File: src/core/flyback_pkg.sv
// Constants, timing counts and carrier types for the flyback PWM controller
package flyback_pkg;

  // ==========================================================================
  // Clock and timing
  localparam int CLK_HZ             = 125_000_000;
  localparam int CLK_KHZ            = CLK_HZ / 1000;
  localparam int SW_FREQ_HZ         = 65_000;
  localparam int NOM_PERIOD_CYC     = CLK_HZ / SW_FREQ_HZ;
  localparam int SHUFFLE_PCT        = 4;
  localparam int SHUFFLE_SPAN_CYC   = NOM_PERIOD_CYC * SHUFFLE_PCT / 100;
  localparam int SHUFFLE_PERIOD_MS  = 32;
  localparam int SHUFFLE_STEP_CYC   = SHUFFLE_PERIOD_MS * CLK_KHZ / (4 * SHUFFLE_SPAN_CYC);
  localparam int BURST_FREQ_HZ      = 22_000;
  localparam int MAX_PERIOD_CYC     = CLK_HZ / BURST_FREQ_HZ;
  localparam int FOLD_MAX_CYC       = MAX_PERIOD_CYC - NOM_PERIOD_CYC;
  localparam int BLANK_NS           = 250;
  localparam int BLANK_CYC          = (BLANK_NS * (CLK_HZ / 1_000_000) + 999) / 1000;
  localparam int MAX_DUTY_PERMILLE  = 667;
  localparam int MAX_ON_CYC         = NOM_PERIOD_CYC * MAX_DUTY_PERMILLE / 1000;
  localparam int SS_MS              = 20;
  localparam int SS_CYC             = SS_MS * CLK_KHZ;
  localparam int OVERLOAD_MS        = 75;
  localparam int OVERLOAD_CYC       = OVERLOAD_MS * CLK_KHZ;

  // ==========================================================================
  // Level scaling (10-bit digitised sense values, full scale 1023)
  localparam int        LVL_W         = 10;
  localparam int        PER_W         = 13;
  localparam int        SS_STEPS      = 1024;
  localparam int        SS_STEP_CYC   = SS_CYC / SS_STEPS;
  localparam logic [9:0] CS_LIMIT_BASE = 10'h2C0;
  localparam logic [9:0] GREEN_FEEDBACK_LVL = 10'h180;
  localparam int        SLOPE_SHIFT   = 3;
  localparam int        DUTY_SHIFT    = 3;
  localparam int        FOLD_GAIN_SH  = 3;
  localparam logic [12:0] FOLD_SLEW    = 13'h0008;

  // ==========================================================================
  // Carrier types
  typedef struct packed {
    logic cv_mode;
    logic feedback_above_limit;
    logic feedback_above_skip;
    logic temp_below_recovery;
    logic temp_above_shutdown;
    logic vdd_above_overvoltage;
    logic vdd_below_off;
    logic vdd_above_on;
  } analog_flags_t;

  localparam int FLAG_W = $bits(analog_flags_t);

  typedef enum logic [1:0] {
    ST_LOCKOUT = 2'b00,
    ST_RUN     = 2'b01,
    ST_FAULT   = 2'b10
  } ctrl_state_t;

endpackage : flyback_pkg

File: src/core/flag_sync.sv
// Two-flop synchroniser bank for the analog comparator flags
`timescale 1ns/1ps
module flag_sync #(
  parameter int WIDTH = 8
) (
  input  wire logic             ref_clk,
  input  wire logic             reset,
  input  wire logic [WIDTH-1:0] async_in,
  output logic      [WIDTH-1:0] sync_out
);

  logic [WIDTH-1:0] meta_reg;

  // First stage feeds only the second stage
  for (genvar i = 0; i < WIDTH; i++) begin : g_sync
    always_ff @(posedge ref_clk or posedge reset) begin
      if (reset) begin
        meta_reg[i] <= 1'b0;
        sync_out[i] <= 1'b0;
      end else begin
        meta_reg[i] <= async_in[i];
        sync_out[i] <= meta_reg[i];
      end
    end
  end

endmodule : flag_sync

File: src/core/switching_osc.sv
// Switching oscillator with frequency shuffling and period extension input
`timescale 1ns/1ps
module switching_osc #(
  parameter int SHUFFLE_STEP = flyback_pkg::SHUFFLE_STEP_CYC
) (
  input  wire logic        ref_clk,
  input  wire logic        reset,
  input  wire logic        enable,
  input  wire logic [12:0] period_ext,
  output logic             cycle_start,
  output logic [12:0]      phase
);

  localparam logic [12:0] NOM  = 13'(flyback_pkg::NOM_PERIOD_CYC);
  localparam logic [12:0] SPAN = 13'(flyback_pkg::SHUFFLE_SPAN_CYC);
  localparam logic [23:0] STEP = 24'(SHUFFLE_STEP);

  logic [23:0] step_cnt_reg;
  logic [12:0] shuffle_reg;
  logic        shuffle_up_reg;
  logic [12:0] phase_reg;

  // Shuffle offset sweeps 0..2*SPAN as a triangle; period centres on NOM
  wire        step_tick  = (step_cnt_reg == STEP - 24'h000001);
  wire [12:0] period     = NOM - SPAN + shuffle_reg + period_ext;
  wire        period_end = (phase_reg >= period - 13'h0001);

  always_ff @(posedge ref_clk or posedge reset) begin
    if (reset) begin
      step_cnt_reg   <= 24'h000000;
      shuffle_reg    <= 13'h0000;
      shuffle_up_reg <= 1'b1;
    end else begin
      step_cnt_reg <= step_tick ? 24'h000000 : step_cnt_reg + 24'h000001;
      if (step_tick) begin
        shuffle_reg <= shuffle_up_reg ? shuffle_reg + 13'h0001 : shuffle_reg - 13'h0001;
        if (shuffle_up_reg && shuffle_reg == {SPAN[11:0], 1'b0} - 13'h0001)
          shuffle_up_reg <= 1'b0;
        else if (!shuffle_up_reg && shuffle_reg == 13'h0001)
          shuffle_up_reg <= 1'b1;
      end
    end
  end

  always_ff @(posedge ref_clk or posedge reset) begin
    if (reset) begin
      phase_reg   <= 13'h0000;
      cycle_start <= 1'b0;
    end else begin
      phase_reg   <= (!enable || period_end) ? 13'h0000 : phase_reg + 13'h0001;
      cycle_start <= enable && period_end;
    end
  end

  assign phase = phase_reg;

endmodule : switching_osc

File: src/core/flyback_pwm_protection_ctrl.sv
// Control core of the current-mode flyback switch: start-up, PWM and protection
`timescale 1ns/1ps
module flyback_pwm_protection_ctrl #(
  parameter int SS_STEP_CYCLES      = flyback_pkg::SS_STEP_CYC,
  parameter int OVERLOAD_CYCLES     = flyback_pkg::OVERLOAD_CYC,
  parameter int SHUFFLE_STEP_CYCLES = flyback_pkg::SHUFFLE_STEP_CYC
) (
  input  wire logic                       ref_clk,
  input  wire logic                       reset,
  input  wire flyback_pkg::analog_flags_t flags_in,
  input  wire logic [9:0]                 feedback_input,
  input  wire logic [9:0]                 cs_level,
  output logic                            gate_drive,
  output logic                            op_current_en,
  output logic                            burst_standby,
  output logic                            fault_active,
  output logic                            thermal_shutdown,
  output logic [9:0]                      cycle_current_limit
);

  // ==========================================================================
  // Flag synchronisation
  flyback_pkg::analog_flags_t flags;
  logic [flyback_pkg::FLAG_W-1:0] flags_vec;

  flag_sync #(
    .WIDTH    (flyback_pkg::FLAG_W)
  ) u_flag_sync (
    .ref_clk  (ref_clk),
    .reset    (reset),
    .async_in (flags_in),
    .sync_out (flags_vec)
  );

  assign flags = flyback_pkg::analog_flags_t'(flags_vec);

  // Multi-bit levels are registered once; they come from a sampled converter
  logic [9:0] feedback_reg;
  logic [9:0] cs_reg;

  always_ff @(posedge ref_clk or posedge reset) begin
    if (reset) begin
      feedback_reg <= 10'h000;
      cs_reg       <= 10'h000;
    end else begin
      feedback_reg <= feedback_input;
      cs_reg <= cs_level;
    end
  end

  // ==========================================================================
  // Protection state
  flyback_pkg::ctrl_state_t state_reg;
  flyback_pkg::ctrl_state_t state_next;
  logic                     otp_reg;
  logic [23:0]              overload_cnt_reg;

  localparam logic [23:0] OVERLOAD_LIMIT = 24'(OVERLOAD_CYCLES);

  // Overload counts only while continuously present in constant-voltage mode
  wire overload_protection = flags.cv_mode && flags.feedback_above_limit;
  wire overload_trip       = (overload_cnt_reg >= OVERLOAD_LIMIT);
  wire supply_overvoltage_protection = flags.vdd_above_overvoltage;

  // Thermal latch with hysteresis: hot sets, only the recovery flag clears
  wire otp_next = flags.temp_above_shutdown ? 1'b1 :
                  (flags.temp_below_recovery ? 1'b0 : otp_reg);

  wire fault_now = supply_overvoltage_protection || overload_trip || otp_reg;

  always_comb begin
    state_next = state_reg;
    unique case (state_reg)
      flyback_pkg::ST_LOCKOUT: begin
        if (flags.vdd_above_on && !otp_reg)
          state_next = flyback_pkg::ST_RUN;
      end
      flyback_pkg::ST_RUN: begin
        if (flags.vdd_below_off)
          state_next = flyback_pkg::ST_LOCKOUT;
        else if (fault_now)
          state_next = flyback_pkg::ST_FAULT;
      end
      flyback_pkg::ST_FAULT: begin
        if (flags.vdd_below_off)
          state_next = flyback_pkg::ST_LOCKOUT;
      end
      default: state_next = flyback_pkg::ST_LOCKOUT;
    endcase
  end

  always_ff @(posedge ref_clk or posedge reset) begin
    if (reset) begin
      state_reg <= flyback_pkg::ST_LOCKOUT;
      otp_reg   <= 1'b0;
    end else begin
      state_reg <= state_next;
      otp_reg   <= otp_next;
    end
  end

  wire running = (state_reg == flyback_pkg::ST_RUN);

  // Debounce restarts in every lockout so a recurring fault needs the full time
  always_ff @(posedge ref_clk or posedge reset) begin
    if (reset) begin
      overload_cnt_reg <= 24'h000000;
    end else if (!running || !overload_protection) begin
      overload_cnt_reg <= 24'h000000;
    end else if (!overload_trip) begin
      overload_cnt_reg <= overload_cnt_reg + 24'h000001;
    end
  end

  // ==========================================================================
  // Soft start
  localparam logic [21:0] SS_STEP = 22'(SS_STEP_CYCLES);

  logic [21:0] ss_cnt_reg;
  logic [9:0]  ss_level_reg;

  wire ss_tick = (ss_cnt_reg == SS_STEP - 22'h000001);

  always_ff @(posedge ref_clk or posedge reset) begin
    if (reset) begin
      ss_cnt_reg   <= 22'h000000;
      ss_level_reg <= 10'h000;
    end else if (!running) begin
      ss_cnt_reg   <= 22'h000000;
      ss_level_reg <= 10'h000;
    end else begin
      ss_cnt_reg <= ss_tick ? 22'h000000 : ss_cnt_reg + 22'h000001;
      if (ss_tick && ss_level_reg != 10'h3FF)
        ss_level_reg <= ss_level_reg + 10'h001;
    end
  end

  // ==========================================================================
  // Light-load foldback
  logic [12:0] fold_reg;

  // Extension grows with the distance of feedback below the green level
  wire [9:0]  feedback_deficit = (feedback_reg < flyback_pkg::GREEN_FEEDBACK_LVL) ?
                                 flyback_pkg::GREEN_FEEDBACK_LVL - feedback_reg : 10'h000;
  wire [12:0] fold_raw    = {feedback_deficit, 3'b000};
  wire [12:0] fold_cap    = 13'(flyback_pkg::FOLD_MAX_CYC);
  wire [12:0] fold_target = (fold_raw > fold_cap) ? fold_cap : fold_raw;

  wire        cycle_start;
  wire [12:0] phase;

  // Slewing a few cycles per period keeps the frequency change inaudible
  wire [12:0] fold_up   = (fold_target - fold_reg > flyback_pkg::FOLD_SLEW) ?
                          fold_reg + flyback_pkg::FOLD_SLEW : fold_target;
  wire [12:0] fold_down = (fold_reg - fold_target > flyback_pkg::FOLD_SLEW) ?
                          fold_reg - flyback_pkg::FOLD_SLEW : fold_target;

  always_ff @(posedge ref_clk or posedge reset) begin
    if (reset) begin
      fold_reg <= 13'h0000;
    end else if (cycle_start) begin
      fold_reg <= (fold_target > fold_reg) ? fold_up : fold_down;
    end
  end

  switching_osc #(
    .SHUFFLE_STEP (SHUFFLE_STEP_CYCLES)
  ) u_osc (
    .ref_clk     (ref_clk),
    .reset       (reset),
    .enable      (running),
    .period_ext  (fold_reg),
    .cycle_start (cycle_start),
    .phase       (phase)
  );

  // ==========================================================================
  // PWM and current limit
  logic [12:0] on_time_reg;
  logic [9:0]  limit_reg;

  localparam logic [12:0] BLANK_END = 13'(flyback_pkg::BLANK_CYC);
  localparam logic [12:0] MAX_ON  = 13'(flyback_pkg::MAX_ON_CYC);

  // Longer on-time (low line) earns a higher peak limit for flat output power
  wire [10:0] duty_sum   = {1'b0, flyback_pkg::CS_LIMIT_BASE} +
                           {1'b0, on_time_reg[12:3]};
  wire [9:0]  duty_limit = duty_sum[10] ? 10'h3FF : duty_sum[9:0];
  wire [9:0]  eff_limit  = (ss_level_reg < duty_limit) ? ss_level_reg : duty_limit;

  // Compensation ramp rises with time into the on-pulse
  wire [10:0] slope      = {1'b0, phase[12:3]};
  wire [10:0] cs_sum     = {1'b0, cs_reg} + slope;
  wire [9:0]  feedback_demand = {1'b0, feedback_reg[9:1]};
  wire        pwm_trip   = (cs_sum >= {1'b0, feedback_demand}) ||
                           (cs_sum >= {1'b0, limit_reg});
  wire        blanked    = (phase < BLANK_END);
  wire        gate_off   = (pwm_trip && !blanked) || (phase >= MAX_ON);

  // Switching only starts a new pulse when nothing holds the gate off
  wire        gate_allow = running && !fault_now && flags.feedback_above_skip;
  wire        gate_next  = !gate_allow ? 1'b0 :
                           (cycle_start ? 1'b1 : (gate_off ? 1'b0 : gate_drive));

  always_ff @(posedge ref_clk or posedge reset) begin
    if (reset) begin
      gate_drive  <= 1'b0;
      on_time_reg <= 13'h0000;
      limit_reg   <= 10'h000;
    end else begin
      gate_drive <= gate_next;
      limit_reg  <= eff_limit;
      if (gate_drive && !gate_next)
        on_time_reg <= phase;
    end
  end

  // ==========================================================================
  // Status outputs
  always_ff @(posedge ref_clk or posedge reset) begin
    if (reset) begin
      op_current_en       <= 1'b0;
      burst_standby       <= 1'b0;
      fault_active        <= 1'b0;
      thermal_shutdown    <= 1'b0;
      cycle_current_limit <= 10'h000;
    end else begin
      op_current_en       <= running;
      burst_standby       <= running && !flags.feedback_above_skip;
      fault_active        <= (state_reg == flyback_pkg::ST_FAULT);
      thermal_shutdown    <= otp_reg;
      cycle_current_limit <= limit_reg;
    end
  end

endmodule : flyback_pwm_protection_ctrl

File: config.mk
export PLATFORM = sky130hd
export DESIGN_NAME = flyback_pwm_protection_ctrl
export DESIGN_NICKNAME = d
export VERILOG_FILES = /design/src/core/flyback_pkg.sv /design/src/core/flag_sync.sv /design/src/core/switching_osc.sv /design/src/core/flyback_pwm_protection_ctrl.sv
export SDC_FILE = /design/constraint.sdc
export NUM_CORES = 1
export LEC_CHECK = 0
export BUFFER_PORTS_ARGS = -buffer_cell sky130_fd_sc_hd__clkbuf_2
export CAP_MARGIN = 25
export CORE_MARGIN = 2
export CORE_UTILIZATION = 55
export DETAILED_ROUTE_END_ITERATION = 10
export GPL_TIMING_DRIVEN = 0
export MAX_ROUTING_LAYER = met4
export PLACE_DENSITY = 0.72
export SLEW_MARGIN = 40
export SYNTH_ARGS = -nofsm -noshare
export SYNTH_HDL_FRONTEND = slang
export SYNTH_HIERARCHICAL = 1
export SYNTH_SLANG_ARGS = --single-unit
export TNS_END_PERCENT = 100
File: constraint.sdc
create_clock -name ref_clk -period 5.6 [get_ports ref_clk]
set_input_delay 0.56 -clock ref_clk [delete_from_list [all_inputs] [get_ports ref_clk]]
set_output_delay 0.56 -clock ref_clk [all_outputs]
set_load 0.01 [all_outputs]
* Word-level counts from Yosys, hierarchy flattened *
Index checks and enable logic that the tools add are counted.

operators by class
  add/subtract/negate cells = 17
  $lt $le $gt $ge = 12
  equal/unequal tests = 12
  mux-type cells = 28
  reductions and logical operators = 30

operators by type and width
  operator                                                                               number
  13-bit two-way mux                                                                     6
  24-bit two-way mux                                                                     3
  10-bit two-way mux                                                                     5
  24-bit by 1-bit adder with 24-bit output, second input constant                        2
  22-bit two-way mux                                                                     2
  13-bit by 1-bit adder with 13-bit output, second input constant                        2
  13-bit by 4-bit > comparator with 1-bit output, second input constant                  2
  13-bit by 1-bit subtractor with 13-bit output, second input constant                   2
  13-bit subtractor                                                                      2
  24-bit by 14-bit equality test with 1-bit output, second input constant                1
  24-bit greater-or-equal comparator, second input constant                              1
  22-bit by 1-bit adder with 22-bit output, second input constant                        1
  22-bit by 12-bit equality test with 1-bit output, second input constant                1
  11-bit by 13-bit adder with 13-bit output, first input constant                        1
  13-bit adder                                                                           1
  13-bit by 4-bit adder with 13-bit output, second input constant                        1
  13-bit by 1-bit equality test with 1-bit output, second input constant                 1
  13-bit by 8-bit equality test with 1-bit output, second input constant                 1
  13-bit by 11-bit greater-or-equal comparator with 1-bit output, second input constant  1
  13-bit greater-or-equal comparator                                                     1
  13-bit by 12-bit > comparator with 1-bit output, second input constant                 1
  13-bit > comparator                                                                    1
  13-bit by 6-bit less-than comparator with 1-bit output, second input constant          1
  13-bit by 4-bit subtractor with 13-bit output, second input constant                   1
  other kinds (24)                                                                       58

word-level totals
  register bits after elaboration = 198
  output and inout bits = 15

* Longest topological paths before layout *
Gate-level depths: netlist of the first run.

  depth after elaboration = 10
  mapped depth = 23
  gate-level depth less buffers = 19

* Cells and area by module *
Netlist of the first run, hierarchy kept.

by module, submodules not included
  module                       instances  cells an instance  area an instance (sq um)
  flyback_pwm_protection_ctrl  1          968                8595.7
  switching_osc                1          409                3718.6
  flag_sync                    1          17                 404.1

* Worst setup path before layout of the first run *
No wires, ideal clock.

  kind = reg-to-reg
  start point = register feedback_reg[0]
  end point = register fold_reg[6]
  data arrival time = 4.724 ns
  path slack = 0.742 ns
  cell stages (with the launch flop) = 23
  buffers on the path = 4
  clock period less this slack = 4.858 ns
  cell sequence = dfrtp_1 > inv_1 > ha_1 > nor4b_2 > a2111oi_4 > and2_1 > buf_6 > nor2_1 > or2_2 > clkbuf_1 > nand3_1 > inv_1 > ha_1 > clkbuf_1 > a21boi_0 > o221ai_1 > nor4_1 > o2111ai_1 > a211oi_1 > buf_2 > nor3_1 > o31ai_1 > nand3_1

on the way
  longest elaborated chain between the ends = 8
  elaborated cells on any way between the ends = 13

RTL lines
  item                                                                                                                     line                                                                    text
  from (decl)                                                                                                              flyback_pwm_protection_ctrl.sv:38                                       logic [9:0] feedback_reg;
  from (signal assigned)                                                                                                   flyback_pwm_protection_ctrl.sv:46                                       feedback_reg <= feedback_input;
  9-bit by 10-bit subtractor with 10-bit output or 10-bit by 9-bit less-than comparator with 1-bit output (tied branches)  flyback_pwm_protection_ctrl.sv:144, flyback_pwm_protection_ctrl.sv:143
  10-bit two-way mux *                                                                                                     flyback_pwm_protection_ctrl.sv:143                                      wire [9:0] feedback_deficit = (feedback_reg < flyback_pkg::GREEN_FEEDBACK_LVL) ?
  13-bit by 12-bit > comparator with 1-bit output                                                                          flyback_pwm_protection_ctrl.sv:147                                      wire [12:0] fold_target = (fold_raw > fold_cap) ? fold_cap : fold_raw;
  13-bit two-way mux *                                                                                                     flyback_pwm_protection_ctrl.sv:147
  13-bit subtractor (on tied branches)                                                                                     flyback_pwm_protection_ctrl.sv:155, flyback_pwm_protection_ctrl.sv:153
  13-bit by 4-bit > comparator with 1-bit output (on tied branches)                                                        flyback_pwm_protection_ctrl.sv:155, flyback_pwm_protection_ctrl.sv:153
  13-bit two-way mux (on tied branches)                                                                                    flyback_pwm_protection_ctrl.sv:155, flyback_pwm_protection_ctrl.sv:153
  13-bit two-way mux *                                                                                                     flyback_pwm_protection_ctrl.sv:162                                      fold_reg <= (fold_target > fold_reg) ? fold_up : fold_down;
  to (signal assigned)                                                                                                     flyback_pwm_protection_ctrl.sv:162
  to (decl)                                                                                                                flyback_pwm_protection_ctrl.sv:140                                      logic [12:0] fold_reg;

Mark *: on every way between the ends. The rest lies on a longest branch, timed or not.
A chain may end at the register's enable or synchronous reset.

* Worst setup path after layout of the first run *
  start point = register feedback_reg[1]
  end point = register fold_reg[5]

Same word-level chain as after synthesis.

==> results_dict.tcl, run 1 <==
set metrics [dict create \
    reg2reg_slack_ns 0.33 \
    swShare_pct 26.6 \
    cts_buffers 17 \
    status "completed" \
    setup_ws_ns 0.332 \
    min_path_type "in -> async" \
    worst_r2r_path_depth 21 \
    ys_types 89 \
    skew_ns 0.0160 \
    synth_area_um2 12700 \
    cts_tree "built" \
    ant_nets 0 \
    crit_type "reg -> reg" \
    die_h_um 156 \
    worstSetupStartpointType "flop" \
    rsz0062_at_grt "no" \
    final_common_cell "dfrtp_1" \
    clock_latency_ns 0.44 \
    synth-main-ff-cell "dfrtp_1" \
    synth_area_leaders "dfrtp_1 38%, ha_1 11%, xnor2_1 4.3%" \
    max_clock_freq_mhz 190 \
    h-tree-depth 4 \
    synth_area_per_cell_um2 9.12 \
    grt_usage_pct 25.2 \
    power_density_nw_per_um2 211 \
    synth_enable_flop_cells 0 \
    grt_pass1_vias 10121 \
    switchingPower_mw 0.786 \
    die_area_um2 24400 \
    seqPwrFrac_pct 48.4 \
    crit_start "feedback_reg[1]$_DFF_PP0_" \
    cp_num_buf_inv 5 \
    grt_overflow_total 0 \
    setup.worst_path.end "fold_reg[5]$_DFFE_PP0P_" \
    firstDrtPassIters 5 \
    wl_mm 28.5 \
    worstPathRequired_ns 5.90 \
    p_int_mw 2.17 \
    fin_crit_ns 5.27 \
    rr_startpoint "feedback_reg[1]$_DFF_PP0_" \
    clkTransAtPathRegs_ns 0.08 \
    crit_chain "inv_1 -> ha_1 -> nor4b_2 -> a2111oi_4 -> and2_1 -> buf_6 -> nor2_1 -> or2_2 -> clkbuf_1 -> nand3_1 -> inv_1 -> ha_1 -> clkbuf_2 -> a31o_2 -> a221o_1 -> o2111ai_1 -> a21oi_1 -> o2111a_1 -> a21oi_2 -> a21boi_0 -> o31ai_1" \
    start_util_pct 56.2 \
    coreArea_um2 22600 \
    grt_pass1_wl_mm 48.7 \
    drt_iter0_markers 663 \
    clock_path_buffers 2 \
    cp.depth 21 \
    vias 10390 \
    routedWlPerCell_um 16.2 \
    worstMarginPinSlew_ns 0.821 \
    antenna_found_initial 0 \
    synthArstFlopShare_pct 100 \
    die_x_um 156 \
    vdd_ir_drop_max_mv 0.179 \
    cts.sink_count 193 \
    netlist_instances 1394 \
    worstPathArrival_ns 5.56 \
    dp_hpwl_mm 21.6 \
    p_leak_nw 6.47 \
    gp_congestion 0.912 \
    rows 55 \
    setup_viol 0 \
    yosysTopAreaCell "dfrtp_1" \
    area_growth_pct 10.3 \
    p_comb_share_pct 8.0 \
    num_antenna_cells 0 \
    max_cap_violations 0 \
    viasPerCell 5.90 \
    synthDominantCellAreaShare_pct 37.8 \
    yosys_warnings 6 \
    post-route-period-util_pct 94.1 \
    layout.nets 1602 \
    drcViolationCount 0 \
    cp_max_fo 10 \
    power.share.clock_pct 43.5 \
    top_level_ports 45 \
    grt_max_degree 68 \
    r2r_end "fold_reg[5]$_DFFE_PP0P_" \
    final_cell_mix "192 x dfrtp_1, 122 x nor2_1, 114 x inv_1" \
    max_stage_delay_ns 0.45 \
    slew_headroom_pct 44.9 \
    total_power_mw 2.96 \
    critPathCaptureType "flop" \
    critPathSlowestCell "dfrtp_1" \
    crit_family "compound AO/OA/AOI/OAI gates" \
    io_buffers 44 \
    place_ws_ns -0.296 \
    drive_gt1_share_pct 8.20 \
    synth-seq-cells 193 \
    drv_slew 0 \
    ys_seq_area_share_pct 38.0 \
    clock-root-buffer "clkbuf_16" \
    hold_buffers 0 \
    hold_viol_final 0 \
]
-- power by group through the flow --
stage                     Clock (mW)  Sequential, mW  Combinational (mW)
after floorplan                    0            1.45               0.165
after global placement             0            1.46               0.226
after detailed placement           0            1.46               0.236
after CTS                       1.31            1.43               0.239
after global routing            1.36            1.43               0.268
final                           1.29            1.43               0.238
-- kinds of logic (layout without fill, tap and decap cells) --
family,Yosys count,after routing,synth area share [%]
compound gates,287,287,16.0
xor+xnor,118,118,8.13
fa+ha+maj,110,110,10.9
buf+inv,162,242,5.00
flops,193,193,38.0
mux,23,23,1.82
other cells,1,2,0.0295
simple gates,500,500,20.1
-- worst min-delay path by stage --
| stage | start | end | slack, ns | cells after the start |
|---|---|---|---|---|
| 2_1_floorplan | u_flag_sync/meta_reg[0]$_DFF_PP0_ | u_flag_sync/sync_out[0]$_DFF_PP0_ | 0.33 | 0 |
| 3_3_place_gp | u_flag_sync/meta_reg[1]$_DFF_PP0_ | u_flag_sync/sync_out[1]$_DFF_PP0_ | 0.33 | 0 |
| 3_5_place_dp | u_flag_sync/meta_reg[2]$_DFF_PP0_ | u_flag_sync/sync_out[2]$_DFF_PP0_ | 0.34 | 0 |
| 4_1_cts | reset | u_osc/step_cnt_reg[20]$_DFF_PP0_ | 0.15 | 2 |
| 5_1_grt | reset | u_osc/step_cnt_reg[20]$_DFF_PP0_ | 0.18 | 2 |
| 6_report | reset | u_osc/step_cnt_reg[20]$_DFF_PP0_ | 0.15 | 2 |
-- final cells by class --
| class | count | area [um2] |
|---|---|---|
| Fill cell | 1942 | 8610 |
| Timing Repair Buffer | 48 | 283 |
| Tap cell | 285 | 357 |
| Buffer | 44 | 194 |
| Inverter | 118 | 453 |
| Multi-Input combinational cell | 1040 | 7280 |
| Sequential cell | 193 | 4830 |
| Clock buffer | 19 | 453 |
| Clock inverter | 13 | 181 |
-- per-layer routing --
metal  GRT usage (%)  share of wire [%]  wire [um]  up-vias
met2            40.6                 47      13500      229
met5               -                  0          0        -
met4            6.86                1.5        429        0
met3            3.06                4.0       1140       34
li1                -                  -          -     5109
met1            33.8                 47      13400     5018
-- worst reg2reg max path, cell delays in order, from the launching register on --
cell and delay (ns):
dfrtp_1 0.45, inv_1 0.07, ha_1 0.26, nor4b_2 0.20
a2111oi_4 0.33, and2_1 0.20, buf_6 0.14, nor2_1 0.05
or2_2 0.27, clkbuf_1 0.18, nand3_1 0.18, inv_1 0.10
ha_1 0.37, clkbuf_2 0.23, a31o_2 0.23, a221o_1 0.31
o2111ai_1 0.28, a21oi_1 0.14, o2111a_1 0.37, a21oi_2 0.42
a21boi_0 0.25, o31ai_1 0.09
-- metrics by stage --
stage / cells / setup TNS (ns) / util (%) / area [um2] / hold WS, ns
finish: 1760 / 0 / 62.0 / 14000 / 0.153
global route: 1760 / 0 / 62.0 / 14000 / 0.181
CTS: 1759 / 0 / 61.9 / 14000 / 0.151
detailed placement: 1726 / -1.46 / 59.1 / 13400 / 0.338
global placement: 1724 / -2.83 / 58.7 / 13300 / 0.331
floorplan: 1395 / 0 / - / 12700 / 0.331
-- repair_timing --
action / CTS / global route
buffers inserted: 1 / 1
pin swaps: 1 / 1
setup endpoints to repair: 10 / 10
resized for setup: 1 / 4
-- cell usage after synthesis, drive strengths merged, types with 9 or more instances --
master and number:
dfrtp 192, nor2 122, inv 116, ha 108, nand2 92, nand3 77, a21oi 72, xnor2 63
xor2 55, o21ai 49, nor3 38, nand4 34, clkbuf 33, and3 30, a21o 27, mux2i 22
nor4 20, nor2b 18, or3 16, a211oi 15, and2 14, o21a 13, buf 11, nand2b 11
o311ai 10, o211ai 9
No activity file was read; power rests on OpenSTA's default activity.
==> run 2: changes to the inputs <==
BUFFER_PORTS_ARGS = -buffer_cell sky130_fd_sc_hd__buf_2   (was -buffer_cell sky130_fd_sc_hd__clkbuf_2)
RECOVER_POWER = 50   (was not set)
==> run 2 against run 1 <==
The flow now finishes with violations (capacitance limit, slew limit); die area stayed put; count of clock-buffer cells in the layout is 2 lower; wire length is 2.3% higher; first-iteration DRC count is 13% higher; largest cell class unchanged.
==> results_dict.tcl, run 2 (synthesis gave the netlist of run 1 again) <==
set metrics [dict create \
    skew_ns 0.0147 \
    power_density_nw_per_um2 213 \
    setup_viol 0 \
    antenna_found_initial 0 \
    vdd_ir_drop_max_mv 0.219 \
    worstSetupStartpointType "flop" \
    cts_tree "built" \
    grt_usage_pct 25.7 \
    critPathCaptureType "flop" \
    routedWlPerCell_um 16.6 \
    violations "capacitance limit, slew limit" \
    rows 55 \
    drive_gt1_share_pct 7.88 \
    layout.nets 1600 \
    grt_pass1_vias 10256 \
    critPathSlowestCell "ha_1" \
    final_cell_area_um2 14000 \
    hold_viol_final 0 \
    cts_buffers 17 \
    ant_nets 0 \
    rsz0062_at_grt "no" \
    post-route-period-util_pct 94.3 \
    dpl_cell_area_um2 13400 \
    slew_headroom_pct -72.3 \
    worstMarginPinSlew_ns 2.57 \
    io_buffers 44 \
    drv_slew 169 \
    fin_crit_ns 5.28 \
    crit_type "reg -> reg" \
    drcViolationCount 0 \
    firstDrtPassIters 6 \
    cts.sink_count 193 \
    die_x_um 156 \
    final_cell_mix "192 x dfrtp_1, 122 x nor2_1, 114 x inv_1" \
    max_cap_violations 3 \
    p_leak_nw 6.44 \
    max_clock_freq_mhz 189 \
    dp.cells 1726 \
    viasPerCell 5.93 \
    start_util_pct 56.2 \
    h-tree-depth 4 \
    die_area_um2 24400 \
    clock-root-buffer "clkbuf_16" \
    worstPathRequired_ns 5.91 \
    clkTransAtPathRegs_ns 0.08 \
    coreArea_um2 22600 \
    grt_pass1_wl_mm 49.6 \
    min_path_type "in -> async" \
    total_power_mw 2.99 \
    post-route-util_pct 61.9 \
    crit_chain "inv_1 -> ha_1 -> nor4b_2 -> a2111oi_4 -> and2_1 -> buf_6 -> nor2_1 -> or2_2 -> clkbuf_1 -> nand3_1 -> inv_1 -> ha_1 -> nand3_1 -> o31ai_1 -> mux2i_1 -> nand4_1 -> o2111a_1 -> a21oi_2 -> a21boi_0 -> o31ai_1" \
    die_h_um 156 \
    max_stage_delay_ns 0.56 \
    dp_hpwl_mm 21.6 \
    gp_congestion 0.905 \
    wl_mm 29.2 \
    drt_iter0_markers 746 \
    instances_no_fill 1758 \
    clock_latency_ns 0.44 \
    grt_max_degree 70 \
    worstPathArrival_ns 5.59 \
    final_common_cell "dfrtp_1" \
    grt_overflow_total 0 \
    nFillCells 1909 \
    num_antenna_cells 0 \
    cp_max_fo 14 \
    status "complete, but fails checks" \
    area_growth_pct 10.1 \
    tns_ns 0 \
    vias 10420 \
    clock_path_buffers 2 \
    top_level_ports 45 \
]
-- run 2: cell count changes in the layout (fill, tap and decap cells not counted), sizes merged --
cell / previous run / this run
inv: 122 / 120
clkinvlp: 1 / 2
clkbuf: 96 / 55
bufinv: 1 / 2
clkinv: 7 / 9
buf: 15 / 52
-- run 2: metal layers --
layer	GRT usage [%]	up-vias	share of wire, %
li1	-	5114	-
met5	-	-	0
met2	42.1	227	48
met3	4.03	34	3.5
met4	5.77	0	1.2
met1	33.8	5045	47
-- run 2: worst paths after layout --
| check | depth (start not counted) | to | start | slack, ns |
|---|---|---|---|---|
| worst max register to register | 20 | fold_reg[5]$_DFFE_PP0P_ | feedback_reg[0]$_DFF_PP0_ | 0.32 |
| max in group asynchronous | 3 | fold_reg[1]$_DFFE_PP0P_ | reset | 2.11 |
| min in group ref_clk | 1 | cs_reg[4]$_DFF_PP0_ | cs_level[4] | 0.22 |
| worst max-delay path | 20 | fold_reg[5]$_DFFE_PP0P_ | feedback_reg[0]$_DFF_PP0_ | 0.32 |
| worst min-delay path | 2 | u_osc/step_cnt_reg[21]$_DFF_PP0_ | reset | 0.18 |
| worst min register to register | 0 | u_flag_sync/sync_out[1]$_DFF_PP0_ | u_flag_sync/meta_reg[1]$_DFF_PP0_ | 0.35 |
-- run 2: repair_timing --
action	4_1_cts	5_1_grt
resized for setup	2	3
setup buffers	0	1
pin swaps	0	1
hold buffers	0	0
setup endpoints to repair	7	11
-- run 2: metrics by stage --
step	hold WS (ns)	setup WS [ns]
6_report	0.175	0.319
5_1_grt	0.195	0.0500
4_1_cts	0.0668	0.0374
3_5_place_dp	0.335	-0.108
3_3_place_gp	0.332	-0.421
2_1_floorplan	0.331	0.742
-- run 2: cell type report --
cell class / count / area (um2) / share of cell area (%)
multi-input combinational: 1040 / 7290 / 52.1
sequential: 193 / 4830 / 34.5
inverter: 118 / 445 / 3.18
clock buffer: 17 / 425 / 3.04
tap: 285 / 357 / 2.55
timing repair buffer: 47 / 233 / 1.66
clock inverter: 15 / 231 / 1.65
buffer: 43 / 191 / 1.37
-- run 2: critical path, delay by kind of cell (launching register included) --
| kind | cells | cell delay [ns] |
|---|---|---|
| AO/OA/AOI/OAI | 6 | 1.85 |
| AND/OR/NAND/NOR | 7 | 1.27 |
| adder cells (fa/ha/maj) | 2 | 0.85 |
| buffers and inverters | 4 | 0.47 |
| flip-flops | 1 | 0.44 |
| multiplexers | 1 | 0.26 |
-- run 2: report_power, final --
group | total (mW) | switching [mW] | internal [mW]
logic | 0.235 | 0.154 | 0.0812
registers | 1.43 | 0.0177 | 1.41
clock network | 1.32 | 0.622 | 0.699
